===== config.mk =====
export PLATFORM = sky130hd
export DESIGN_NAME = rsso_core
export DESIGN_NICKNAME = d
export VERILOG_FILES = /design/src/rsso_pkg.sv /design/src/rsso_alu_if.sv /design/src/rsso_core.sv /design/src/rsso_alu.sv
export SDC_FILE = /design/constraint.sdc
export NUM_CORES = 1
export LEC_CHECK = 0
export BUFFER_PORTS_ARGS = -buffer_cell sky130_fd_sc_hd__buf_4
export CAP_MARGIN = 20
export CORE_ASPECT_RATIO = 1.75
export CORE_MARGIN = 10
export CORE_UTILIZATION = 60
export DETAILED_ROUTE_END_ITERATION = 8
export PLACE_DENSITY_LB_ADDON = 0.15
export SLEW_MARGIN = 20
export SYNTH_ARGS = -nofsm -noshare
export SYNTH_HDL_FRONTEND = slang
export SYNTH_SLANG_ARGS = --single-unit

===== constraint.sdc =====
create_clock -name aclk -period 11.9 [get_ports aclk]
set_input_delay 0.595 -clock aclk [delete_from_list [all_inputs] [get_ports aclk]]
set_output_delay 0.595 -clock aclk [all_outputs]
set_load 0.03 [all_outputs]

===== src/rsso_pkg.sv =====
// Purpose: Constants and types shared by the rotate, subtract and sleep execution block.
// Assumes: One 25 MHz core clock and 32-bit AXI4-Lite register access.
// Notes: Register offsets are byte addresses of aligned 32-bit words.
package rsso_pkg;

	// ----------------------------------------------------------------
	// Register map
	// ----------------------------------------------------------------
	localparam int ADDR_W = 8;
	localparam logic [7:0] ADDR_CMD = 8'h00;
	localparam logic [7:0] ADDR_WREG = 8'h04;
	localparam logic [7:0] ADDR_STATUS = 8'h08;
	localparam logic [7:0] ADDR_FADDR = 8'h0c;
	localparam logic [7:0] ADDR_FDATA = 8'h10;
	localparam logic [7:0] ADDR_WDT = 8'h14;

	// ----------------------------------------------------------------
	// Field layouts
	// ----------------------------------------------------------------
	localparam int CMD_LIT_LSB = 0;
	localparam int CMD_F_LSB = 8;
	localparam int CMD_D_BIT = 15;
	localparam int CMD_OP_LSB = 16;
	localparam int CMD_W = 18;
	localparam int ST_C = 0;
	localparam int ST_DIGIT_CARRY = 1;
	localparam int ST_Z = 2;
	localparam int ST_POWER_DOWN = 3;
	localparam int ST_TO = 4;
	localparam int ST_SLEEP = 5;
	localparam int FILE_AW = 7;
	localparam int FILE_DEPTH = 128;

	// ----------------------------------------------------------------
	// Reset values and responses
	// ----------------------------------------------------------------
	localparam logic [7:0] RST_WREG = 8'h00;
	localparam logic [6:0] RST_FADDR = 7'h00;
	localparam logic [7:0] RST_WDT = 8'h00;
	localparam logic RST_FLAG_N = 1'b1;
	localparam logic [1:0] RESP_OKAY = 2'h0;
	localparam logic [1:0] RESP_SLVERR = 2'h2;

	typedef enum logic [1:0] {
		RSSO_OP_ROTATE_RIGHT_CARRY,
		RSSO_OP_LITERAL_MINUS_W,
		RSSO_OP_SLEEP,
		RSSO_OP_NONE
	} rsso_op_t;

	typedef enum logic {
		RSSO_RUN,
		RSSO_ASLEEP
	} rsso_state_t;

endpackage


===== src/rsso_alu_if.sv =====
// Purpose: Carries one instruction's operands to the datapath and its results back.
// Assumes: Purely combinational datapath on the far side.
// Notes: The core drives operands, the datapath drives results.
`timescale 1ns/1ps
interface rsso_alu_if;
	import rsso_pkg::*;
	rsso_op_t op;
	logic [7:0] lit;
	logic [7:0] fval;
	logic [7:0] w;
	logic c_in;
	logic [7:0] res;
	logic c_out;
	logic digit_carry_out;
	logic z_out;
	logic upd_dcz;

	modport core(output op, output lit, output fval, output w, output c_in,
		input res, input c_out, input digit_carry_out, input z_out, input upd_dcz);
	modport alu(input op, input lit, input fval, input w, input c_in,
		output res, output c_out, output digit_carry_out, output z_out, output upd_dcz);
endinterface


===== src/rsso_core.sv =====
// Purpose: Executes rotate right, literal minus W and sleep, with AXI4-Lite access.
// Assumes: Inputs synchronous to aclk; master keeps valid and payload until taken.
// Notes: A command write with byte strobes 0 to 2 all set, taken while running, executes in that cycle; one taken while asleep is not executed.
`timescale 1ns/1ps
module rsso_core (
	input wire logic aclk, // Core clock, 25 MHz
	input wire logic aresetn, // Synchronous reset, active low
	input wire logic ce, // Clock enable, freezes all state while low
	input wire logic wake, // Wake event that ends sleep
	input wire logic [rsso_pkg::ADDR_W-1:0] s_axi_awaddr, // Write address
	input wire logic s_axi_awvalid, // Write address valid
	output logic s_axi_awready, // Write address ready
	input wire logic [31:0] s_axi_wdata, // Write data
	input wire logic [3:0] s_axi_wstrb, // Write byte strobes
	input wire logic s_axi_wvalid, // Write data valid
	output logic s_axi_wready, // Write data ready
	output logic [1:0] s_axi_bresp, // Write response
	output logic s_axi_bvalid, // Write response valid
	input wire logic s_axi_bready, // Write response ready
	input wire logic [rsso_pkg::ADDR_W-1:0] s_axi_araddr, // Read address
	input wire logic s_axi_arvalid, // Read address valid
	output logic s_axi_arready, // Read address ready
	output logic [31:0] s_axi_rdata, // Read data
	output logic [1:0] s_axi_rresp, // Read response
	output logic s_axi_rvalid, // Read data valid
	input wire logic s_axi_rready, // Read data ready
	output logic osc_stop, // Main oscillator halted while high
	output logic wdt_clear // One-cycle pulse clearing the watchdog
);
	import rsso_pkg::*;

	// ----------------------------------------------------------------
	// State
	// ----------------------------------------------------------------
	logic awready_ff, nxt_awready;
	logic wready_ff, nxt_wready;
	logic bvalid_ff, nxt_bvalid;
	logic [1:0] bresp_ff, nxt_bresp;
	logic arready_ff, nxt_arready;
	logic rvalid_ff, nxt_rvalid;
	logic [31:0] rdata_ff, nxt_rdata;
	logic [1:0] rresp_ff, nxt_rresp;

	rsso_state_t state_ff, nxt_state;
	logic [7:0] w_ff, nxt_w;
	logic c_ff, nxt_c;
	logic digit_carry_flag_ff, nxt_digit_carry_flag;
	logic z_ff, nxt_z;
	logic power_down_flag_n_ff, nxt_power_down_flag_n;
	logic to_n_ff, nxt_to_n;
	logic osc_ff, nxt_osc;
	logic wdtclr_ff, nxt_wdtclr;
	logic [7:0] pre_ff, nxt_pre;
	logic [7:0] wdt_ff, nxt_wdt;
	logic [6:0] faddr_ff, nxt_faddr;
	logic [CMD_W-1:0] cmd_ff, nxt_cmd;

	logic [7:0] file_mem [FILE_DEPTH];
	logic file_we;
	logic [7:0] file_wdata;
	logic [6:0] file_waddr;
	logic [7:0] fval;

	logic wr_go, rd_go, exec_go;
	rsso_op_t cmd_op;
	logic cmd_d;
	logic [6:0] cmd_f;
	logic [7:0] cmd_lit;

	rsso_alu_if alu_bus();

	rsso_alu u_alu (
		.alu(alu_bus)
	);

	function automatic logic is_mapped(input logic [ADDR_W-1:0] a);
		is_mapped = (a == ADDR_CMD) || (a == ADDR_WREG) || (a == ADDR_STATUS) ||
			(a == ADDR_FADDR) || (a == ADDR_FDATA) || (a == ADDR_WDT);
	endfunction

	// ----------------------------------------------------------------
	// Command decode and datapath hookup
	// ----------------------------------------------------------------
	assign wr_go = awready_ff && s_axi_awvalid && wready_ff && s_axi_wvalid;
	assign rd_go = arready_ff && s_axi_arvalid;
	assign cmd_op = rsso_op_t'(s_axi_wdata[CMD_OP_LSB +: 2]);
	assign cmd_d = s_axi_wdata[CMD_D_BIT];
	assign cmd_f = s_axi_wdata[CMD_F_LSB +: FILE_AW];
	assign cmd_lit = s_axi_wdata[CMD_LIT_LSB +: 8];
	assign exec_go = ce && wr_go && (s_axi_awaddr == ADDR_CMD) && (s_axi_wstrb[2:0] == 3'h7)
		&& (state_ff == RSSO_RUN);
	assign fval = file_mem[cmd_f];

	assign alu_bus.op = exec_go ? cmd_op : RSSO_OP_NONE;
	assign alu_bus.lit = cmd_lit;
	assign alu_bus.fval = fval;
	assign alu_bus.w = w_ff;
	assign alu_bus.c_in = c_ff;

	// ----------------------------------------------------------------
	// Bus slave
	// ----------------------------------------------------------------
	always_comb begin
		nxt_awready = 1'b0;
		nxt_wready = 1'b0;
		nxt_bvalid = bvalid_ff;
		nxt_bresp = bresp_ff;
		nxt_arready = 1'b0;
		nxt_rvalid = rvalid_ff;
		nxt_rdata = rdata_ff;
		nxt_rresp = rresp_ff;
		if (bvalid_ff && s_axi_bready) begin
			nxt_bvalid = 1'b0;
		end
		// Both channels are taken together so one response covers one write.
		if (s_axi_awvalid && s_axi_wvalid && !awready_ff && !bvalid_ff) begin
			nxt_awready = 1'b1;
			nxt_wready = 1'b1;
		end
		if (wr_go) begin
			nxt_bvalid = 1'b1;
			nxt_bresp = is_mapped(s_axi_awaddr) ? RESP_OKAY : RESP_SLVERR;
		end
		if (rvalid_ff && s_axi_rready) begin
			nxt_rvalid = 1'b0;
		end
		if (s_axi_arvalid && !arready_ff && !rvalid_ff) begin
			nxt_arready = 1'b1;
		end
		if (rd_go) begin
			nxt_rvalid = 1'b1;
			nxt_rresp = is_mapped(s_axi_araddr) ? RESP_OKAY : RESP_SLVERR;
			case (s_axi_araddr)
				ADDR_CMD: nxt_rdata = {14'h0000, cmd_ff};
				ADDR_WREG: nxt_rdata = {24'h000000, w_ff};
				ADDR_STATUS: nxt_rdata = {26'h0000000, (state_ff == RSSO_ASLEEP),
					to_n_ff, power_down_flag_n_ff, z_ff, digit_carry_flag_ff, c_ff};
				ADDR_FADDR: nxt_rdata = {25'h0000000, faddr_ff};
				ADDR_FDATA: nxt_rdata = {24'h000000, file_mem[faddr_ff]};
				ADDR_WDT: nxt_rdata = {16'h0000, wdt_ff, pre_ff};
				default: nxt_rdata = 32'h00000000;
			endcase
		end
	end

	// ----------------------------------------------------------------
	// Core state
	// ----------------------------------------------------------------
	always_comb begin
		nxt_state = state_ff;
		nxt_w = w_ff;
		nxt_c = c_ff;
		nxt_digit_carry_flag = digit_carry_flag_ff;
		nxt_z = z_ff;
		nxt_power_down_flag_n = power_down_flag_n_ff;
		nxt_to_n = to_n_ff;
		nxt_osc = osc_ff;
		nxt_wdtclr = 1'b0;
		nxt_faddr = faddr_ff;
		nxt_cmd = cmd_ff;
		nxt_pre = pre_ff + 8'h01;
		nxt_wdt = (pre_ff == 8'hff) ? wdt_ff + 8'h01 : wdt_ff;
		file_we = 1'b0;
		file_waddr = faddr_ff;
		file_wdata = s_axi_wdata[7:0];
		case (state_ff)
			RSSO_RUN: begin
				// One bus word, done in one cycle.
				if (exec_go) begin
					nxt_cmd = s_axi_wdata[CMD_W-1:0];
					case (cmd_op)
						RSSO_OP_ROTATE_RIGHT_CARRY: begin
							nxt_c = alu_bus.c_out;
							if (cmd_d) begin
								file_we = 1'b1;
								file_waddr = cmd_f;
								file_wdata = alu_bus.res;
							end else begin
								nxt_w = alu_bus.res;
							end
						end
						RSSO_OP_LITERAL_MINUS_W: begin
							nxt_w = alu_bus.res;
							nxt_c = alu_bus.c_out;
							if (alu_bus.upd_dcz) begin
								nxt_digit_carry_flag = alu_bus.digit_carry_out;
								nxt_z = alu_bus.z_out;
							end
						end
						RSSO_OP_SLEEP: begin
							nxt_power_down_flag_n = 1'b0;
							nxt_to_n = 1'b1;
							nxt_pre = 8'h00;
							nxt_wdt = 8'h00;
							nxt_wdtclr = 1'b1;
							nxt_osc = 1'b1;
							nxt_state = RSSO_ASLEEP;
						end
						default: begin
						end
					endcase
				end
			end
			RSSO_ASLEEP: begin
				if (wake) begin
					nxt_osc = 1'b0;
					nxt_state = RSSO_RUN;
				end
			end
			default: nxt_state = RSSO_RUN;
		endcase
		if (wr_go && !exec_go) begin
			case (s_axi_awaddr)
				ADDR_WREG: if (s_axi_wstrb[0]) nxt_w = s_axi_wdata[7:0];
				ADDR_STATUS: if (s_axi_wstrb[0]) begin
					nxt_c = s_axi_wdata[ST_C];
					nxt_digit_carry_flag = s_axi_wdata[ST_DIGIT_CARRY];
					nxt_z = s_axi_wdata[ST_Z];
				end
				ADDR_FADDR: if (s_axi_wstrb[0]) nxt_faddr = s_axi_wdata[FILE_AW-1:0];
				ADDR_FDATA: file_we = s_axi_wstrb[0];
				default: begin
				end
			endcase
		end
	end

	always_ff @(posedge aclk) begin
		if (!aresetn) begin
			awready_ff <= 1'b0;
			wready_ff <= 1'b0;
			bvalid_ff <= 1'b0;
			bresp_ff <= RESP_OKAY;
			arready_ff <= 1'b0;
			rvalid_ff <= 1'b0;
			rdata_ff <= 32'h00000000;
			rresp_ff <= RESP_OKAY;
			state_ff <= RSSO_RUN;
			w_ff <= RST_WREG;
			c_ff <= 1'b0;
			digit_carry_flag_ff <= 1'b0;
			z_ff <= 1'b0;
			power_down_flag_n_ff <= RST_FLAG_N;
			to_n_ff <= RST_FLAG_N;
			osc_ff <= 1'b0;
			wdtclr_ff <= 1'b0;
			pre_ff <= RST_WDT;
			wdt_ff <= RST_WDT;
			faddr_ff <= RST_FADDR;
			cmd_ff <= '0;
		end else if (ce) begin
			awready_ff <= nxt_awready;
			wready_ff <= nxt_wready;
			bvalid_ff <= nxt_bvalid;
			bresp_ff <= nxt_bresp;
			arready_ff <= nxt_arready;
			rvalid_ff <= nxt_rvalid;
			rdata_ff <= nxt_rdata;
			rresp_ff <= nxt_rresp;
			state_ff <= nxt_state;
			w_ff <= nxt_w;
			c_ff <= nxt_c;
			digit_carry_flag_ff <= nxt_digit_carry_flag;
			z_ff <= nxt_z;
			power_down_flag_n_ff <= nxt_power_down_flag_n;
			to_n_ff <= nxt_to_n;
			osc_ff <= nxt_osc;
			wdtclr_ff <= nxt_wdtclr;
			pre_ff <= nxt_pre;
			wdt_ff <= nxt_wdt;
			faddr_ff <= nxt_faddr;
			cmd_ff <= nxt_cmd;
		end
	end

	// File contents are data, so they carry no reset.
	always_ff @(posedge aclk) begin
		if (ce && aresetn && file_we) begin
			file_mem[file_waddr] <= file_wdata;
		end
	end

	assign s_axi_awready = awready_ff;
	assign s_axi_wready = wready_ff;
	assign s_axi_bvalid = bvalid_ff;
	assign s_axi_bresp = bresp_ff;
	assign s_axi_arready = arready_ff;
	assign s_axi_rvalid = rvalid_ff;
	assign s_axi_rdata = rdata_ff;
	assign s_axi_rresp = rresp_ff;
	assign osc_stop = osc_ff;
	assign wdt_clear = wdtclr_ff;
endmodule


===== src/rsso_alu.sv =====
// Purpose: Combinational datapath for rotate right through carry and literal minus W.
// Assumes: Operands are stable for the cycle in which the core executes.
// Notes: Other opcodes pass the file value and the carry through untouched.
`timescale 1ns/1ps
module rsso_alu (
	rsso_alu_if.alu alu // Operands in, results out
);
	import rsso_pkg::*;

	logic [8:0] diff;
	logic [4:0] ldiff;

	always_comb begin
		diff = {1'b0, alu.lit} - {1'b0, alu.w};
		ldiff = {1'b0, alu.lit[3:0]} - {1'b0, alu.w[3:0]};
		alu.res = alu.fval;
		alu.c_out = alu.c_in;
		alu.digit_carry_out = 1'b0;
		alu.z_out = 1'b0;
		alu.upd_dcz = 1'b0;
		case (alu.op)
			RSSO_OP_ROTATE_RIGHT_CARRY: begin
				alu.res = {alu.c_in, alu.fval[7:1]};
				alu.c_out = alu.fval[0];
			end
			RSSO_OP_LITERAL_MINUS_W: begin
				alu.res = diff[7:0];
				alu.c_out = ~diff[8];
				alu.digit_carry_out = ~ldiff[4];
				alu.z_out = (diff[7:0] == 8'h00);
				alu.upd_dcz = 1'b1;
			end
			default: begin
			end
		endcase
	end

endmodule


==> impl_results.md <==
* Status: finished clean
* Fill cell count at 5774
* Post-Syn Instances at ~2900
* Worst ir drop on vdd at 0.1282 mV
* Cts repair resizes at 0
* Fraction of layout cells with a size suffix above 1 at a little under a third
* Placed inst area at 54130 um^2
* I/O pin cnt at 104
* Main combinational cell family by area after synthesis: multiplexers
* Number of synthesized flops with an enable pin at 1024
* FF-to-FF End: file_mem[68][0]
* Reg area at 32510 um^2
* Final non-filler cell area at 57760 um^2
* Final TNS setup at 0 ps
* H-Tree Depth at 3
* FP Rows at 143
* Vias in the first global route at 32200
* Initial antenna violation count at 10
* CTS tree: yes
* YS warnings at 0
* Clock transition at the registers of the reported paths at 70 ps
* GR Overflow Total at 0
* LEAKAGE at 17.39 nW
* 1st-pass router iterations at 7
* Area Overhead vs Synth at 9.843%
* Total Routed Length at ~160000 um
* GRT Total Usage at 33.13%
* CTS Buf Count at 101
* Syn Area/Cell at 18.02 um^2
* Register area share after synthesis at 61.78%
* Post-synthesis xor/xnor area fraction at less than 1%
* Final Critical Period at 5753 ps
* Synth Cell Area at 52590 um^2
* Hold path start: aresetn
* PwrDens at 140.4 nW/um^2
* Layout Nets at just over 3000
* Non-Filler Instances at 4199
* Core area at 86960 um^2
* Synth Area in Compound Gates at 3.821%
* Worst-Margin Slew at 1187 ps
* Die area at 100400 um^2
* Post-synth ARST share at 0%
* Vias at 31420
* Commonest non-fill, non-tap cell in the layout: edfxtp_1
* CTS Hold Buffers Added at 0
* Final hold violations at 0
* Crit path kind: in2reg
* Number of distinct library cells after synthesis at 75
* Drt via density at between 7 and 8
* Reg2Reg Depth at 11
* DRC at 0
* Final ANT Viol Nets at 0
* Worst hold endpoint: power_down_flag_n_ff
* Adder-Cell Fraction of Synth Area at 0.2760%
* Die X at 243.8 um
* Simple-Gate Fraction of Synth Area at approximately 5%
* Worst-skew pair later-pin latency at 730 ps
* Power consumption at ~0.0081 W
* Yosys reg bits at 1111
* Setup Fix Bufs, Post-CTS at 0
* Max Fclk at between 150 and 200 MHz
* HP Class: in2reg
* Detailed-placement wirelength estimate at 108300 um
* Pin count of the biggest net entering global routing at around 140
* CTS sink cnt at 1111
* Clock Skews at 36.24 ps
* Post-synth top flop: edfxtp_1
* First-pass GRT wire length at 235600 um
* 1st-iter DRT viols at between 4000 and 5000
* # Max-Cap Violations at 0
* CP Max Fanout at 80
* Unrepaired setup endpoints after global routing: no
* Worst EP arrival at 6120 ps
* Clk root buf: clkbuf_16
* Chip height at between 400 and 500 um
* FF-to-FF Start: state_ff
* Placed Instances at 4001
* Critical Path Start Type: input port
* Setup slack, reg-to-reg at 6840 ps
* Commonest non-fill, non-tap cells in the layout: edfxtp_1, mux4_2, nand2_1
* Starting Density at roughly three fifths
* Final slew viol count at 0
* WP data required at 12270 ps
* Cells on Worst Hold Path at 2
* CP endpoint kind: register
* Mux cell area share after synthesis at around a quarter
* Footprint of the multi-input gates at around 19000 um^2
* Wire per inst at between 30 and 40 um
* Deepest clock path buffer count at 3
* GPL Wtd Cong at 0.9640
* Setup Viol. Count Final at 0
* Post-layout util at 66.43%
* Number of port buffers at between 70 and 80
* Max-slew headroom at 20.56%
* Final Cycle Share at 48.34%
[worst max path at each step]
stage / depth (start not counted) / to / start
after global routing: 12 / file_mem[108][6] / s_axi_wdata[8]
after detailed placement: 10 / file_mem[106][1] / s_axi_wdata[8]
after floorplan: 11 / file_mem[0][6] / s_axi_wdata[0]
after CTS: 10 / file_mem[106][1] / s_axi_wdata[8]
final: 12 / file_mem[109][6] / s_axi_wdata[8]
after global placement: 11 / file_mem[92][4] / s_axi_wdata[8]
[flip-flops by register name, indices dropped and copies added (netlist names), 7 cells and up, named ones only]
| register | cells |
|---|---|
| alu_bus.w | 8 |
| wdt_ff | 8 |
| cmd_ff | 18 |
| file_mem | 1024 |
| faddr_ff | 7 |
| s_axi_rdata | 18 |
| pre_ff | 8 |
[logic make-up after synthesis]
group                    after synthesis
flip-flops                          1111
AO/OA/AOI/OAI                        300
adder cells (fa/ha/maj)               11
XOR/XNOR                              17
buffers and inverters                243
AND/OR/NAND/NOR                      577
other                                  1
multiplexers                         659
[per-layer routing]
layer	part of all wire (%)	vias to the layer above	GRT usage, %	wire length (um)
li1	-	12290	-	-
met1	31	16260	38.71	51670
met2	50	2269	53.93	81680
met3	9.7	597	6.338	15990
met4	9.2	4	25.40	15170
met5	0.014	-	0	23
[critical path: stages]
cell	delay (ps)
buf_8	380
buf_4	770
buf_4	780
mux4_2	390
o22ai_1	90
o31ai_1	680
or4b_2	250
o311ai_1	110
a2111o_1	490
o31ai_4	190
buf_4	470
buf_4	760
[per-stage QoR]
stage,setup WS [ps],hold WS [ps]
2_1_floorplan,3021,422.2
3_3_place_gp,5539,430.7
3_5_place_dp,5389,445.1
4_1_cts,6069,115.3
5_1_grt,5878,152.0
6_report,6147,146.5
[cell type report]
type                            instances  area share, %
Sequential cell                      1111          56.27
Multi-Input combinational cell       1580          32.97
Clock buffer                          132          4.904
Tap cell                             1160          2.513
Timing Repair Buffer                  135          2.060
Clock inverter                         56          1.124
Inverter                               21         0.1365
Antenna cell                            4        0.01733
[Yosys cell counts (18+ instances only)]
cell	number	share of area, %
nor2b_1	29	0.34
buf_4	42	0.60
nor3_1	31	0.30
nor2_1	191	1.4
o21ai_0	46	0.44
a22oi_1	25	0.36
dfxtp_1	87	3.3
a31oi_1	25	0.30
nand3_1	36	0.34
clkbuf_1	87	0.62
mux4_2	581	25
nand2_1	189	1.3
edfxtp_1	1024	58
buf_2	62	0.59
inv_1	19	0.14
a21oi_1	75	0.71
a221oi_1	18	0.30
mux2i_1	63	1.2
[power by group]
part           leakage [nW]  switching [W]  total (W)  internal (W)
logic                  5.79       0.000282   0.000422      0.000140
registers              9.90     0.00000239    0.00426       0.00426
clock network          1.69        0.00150    0.00343       0.00193
(Power assumes the default switching activity.)
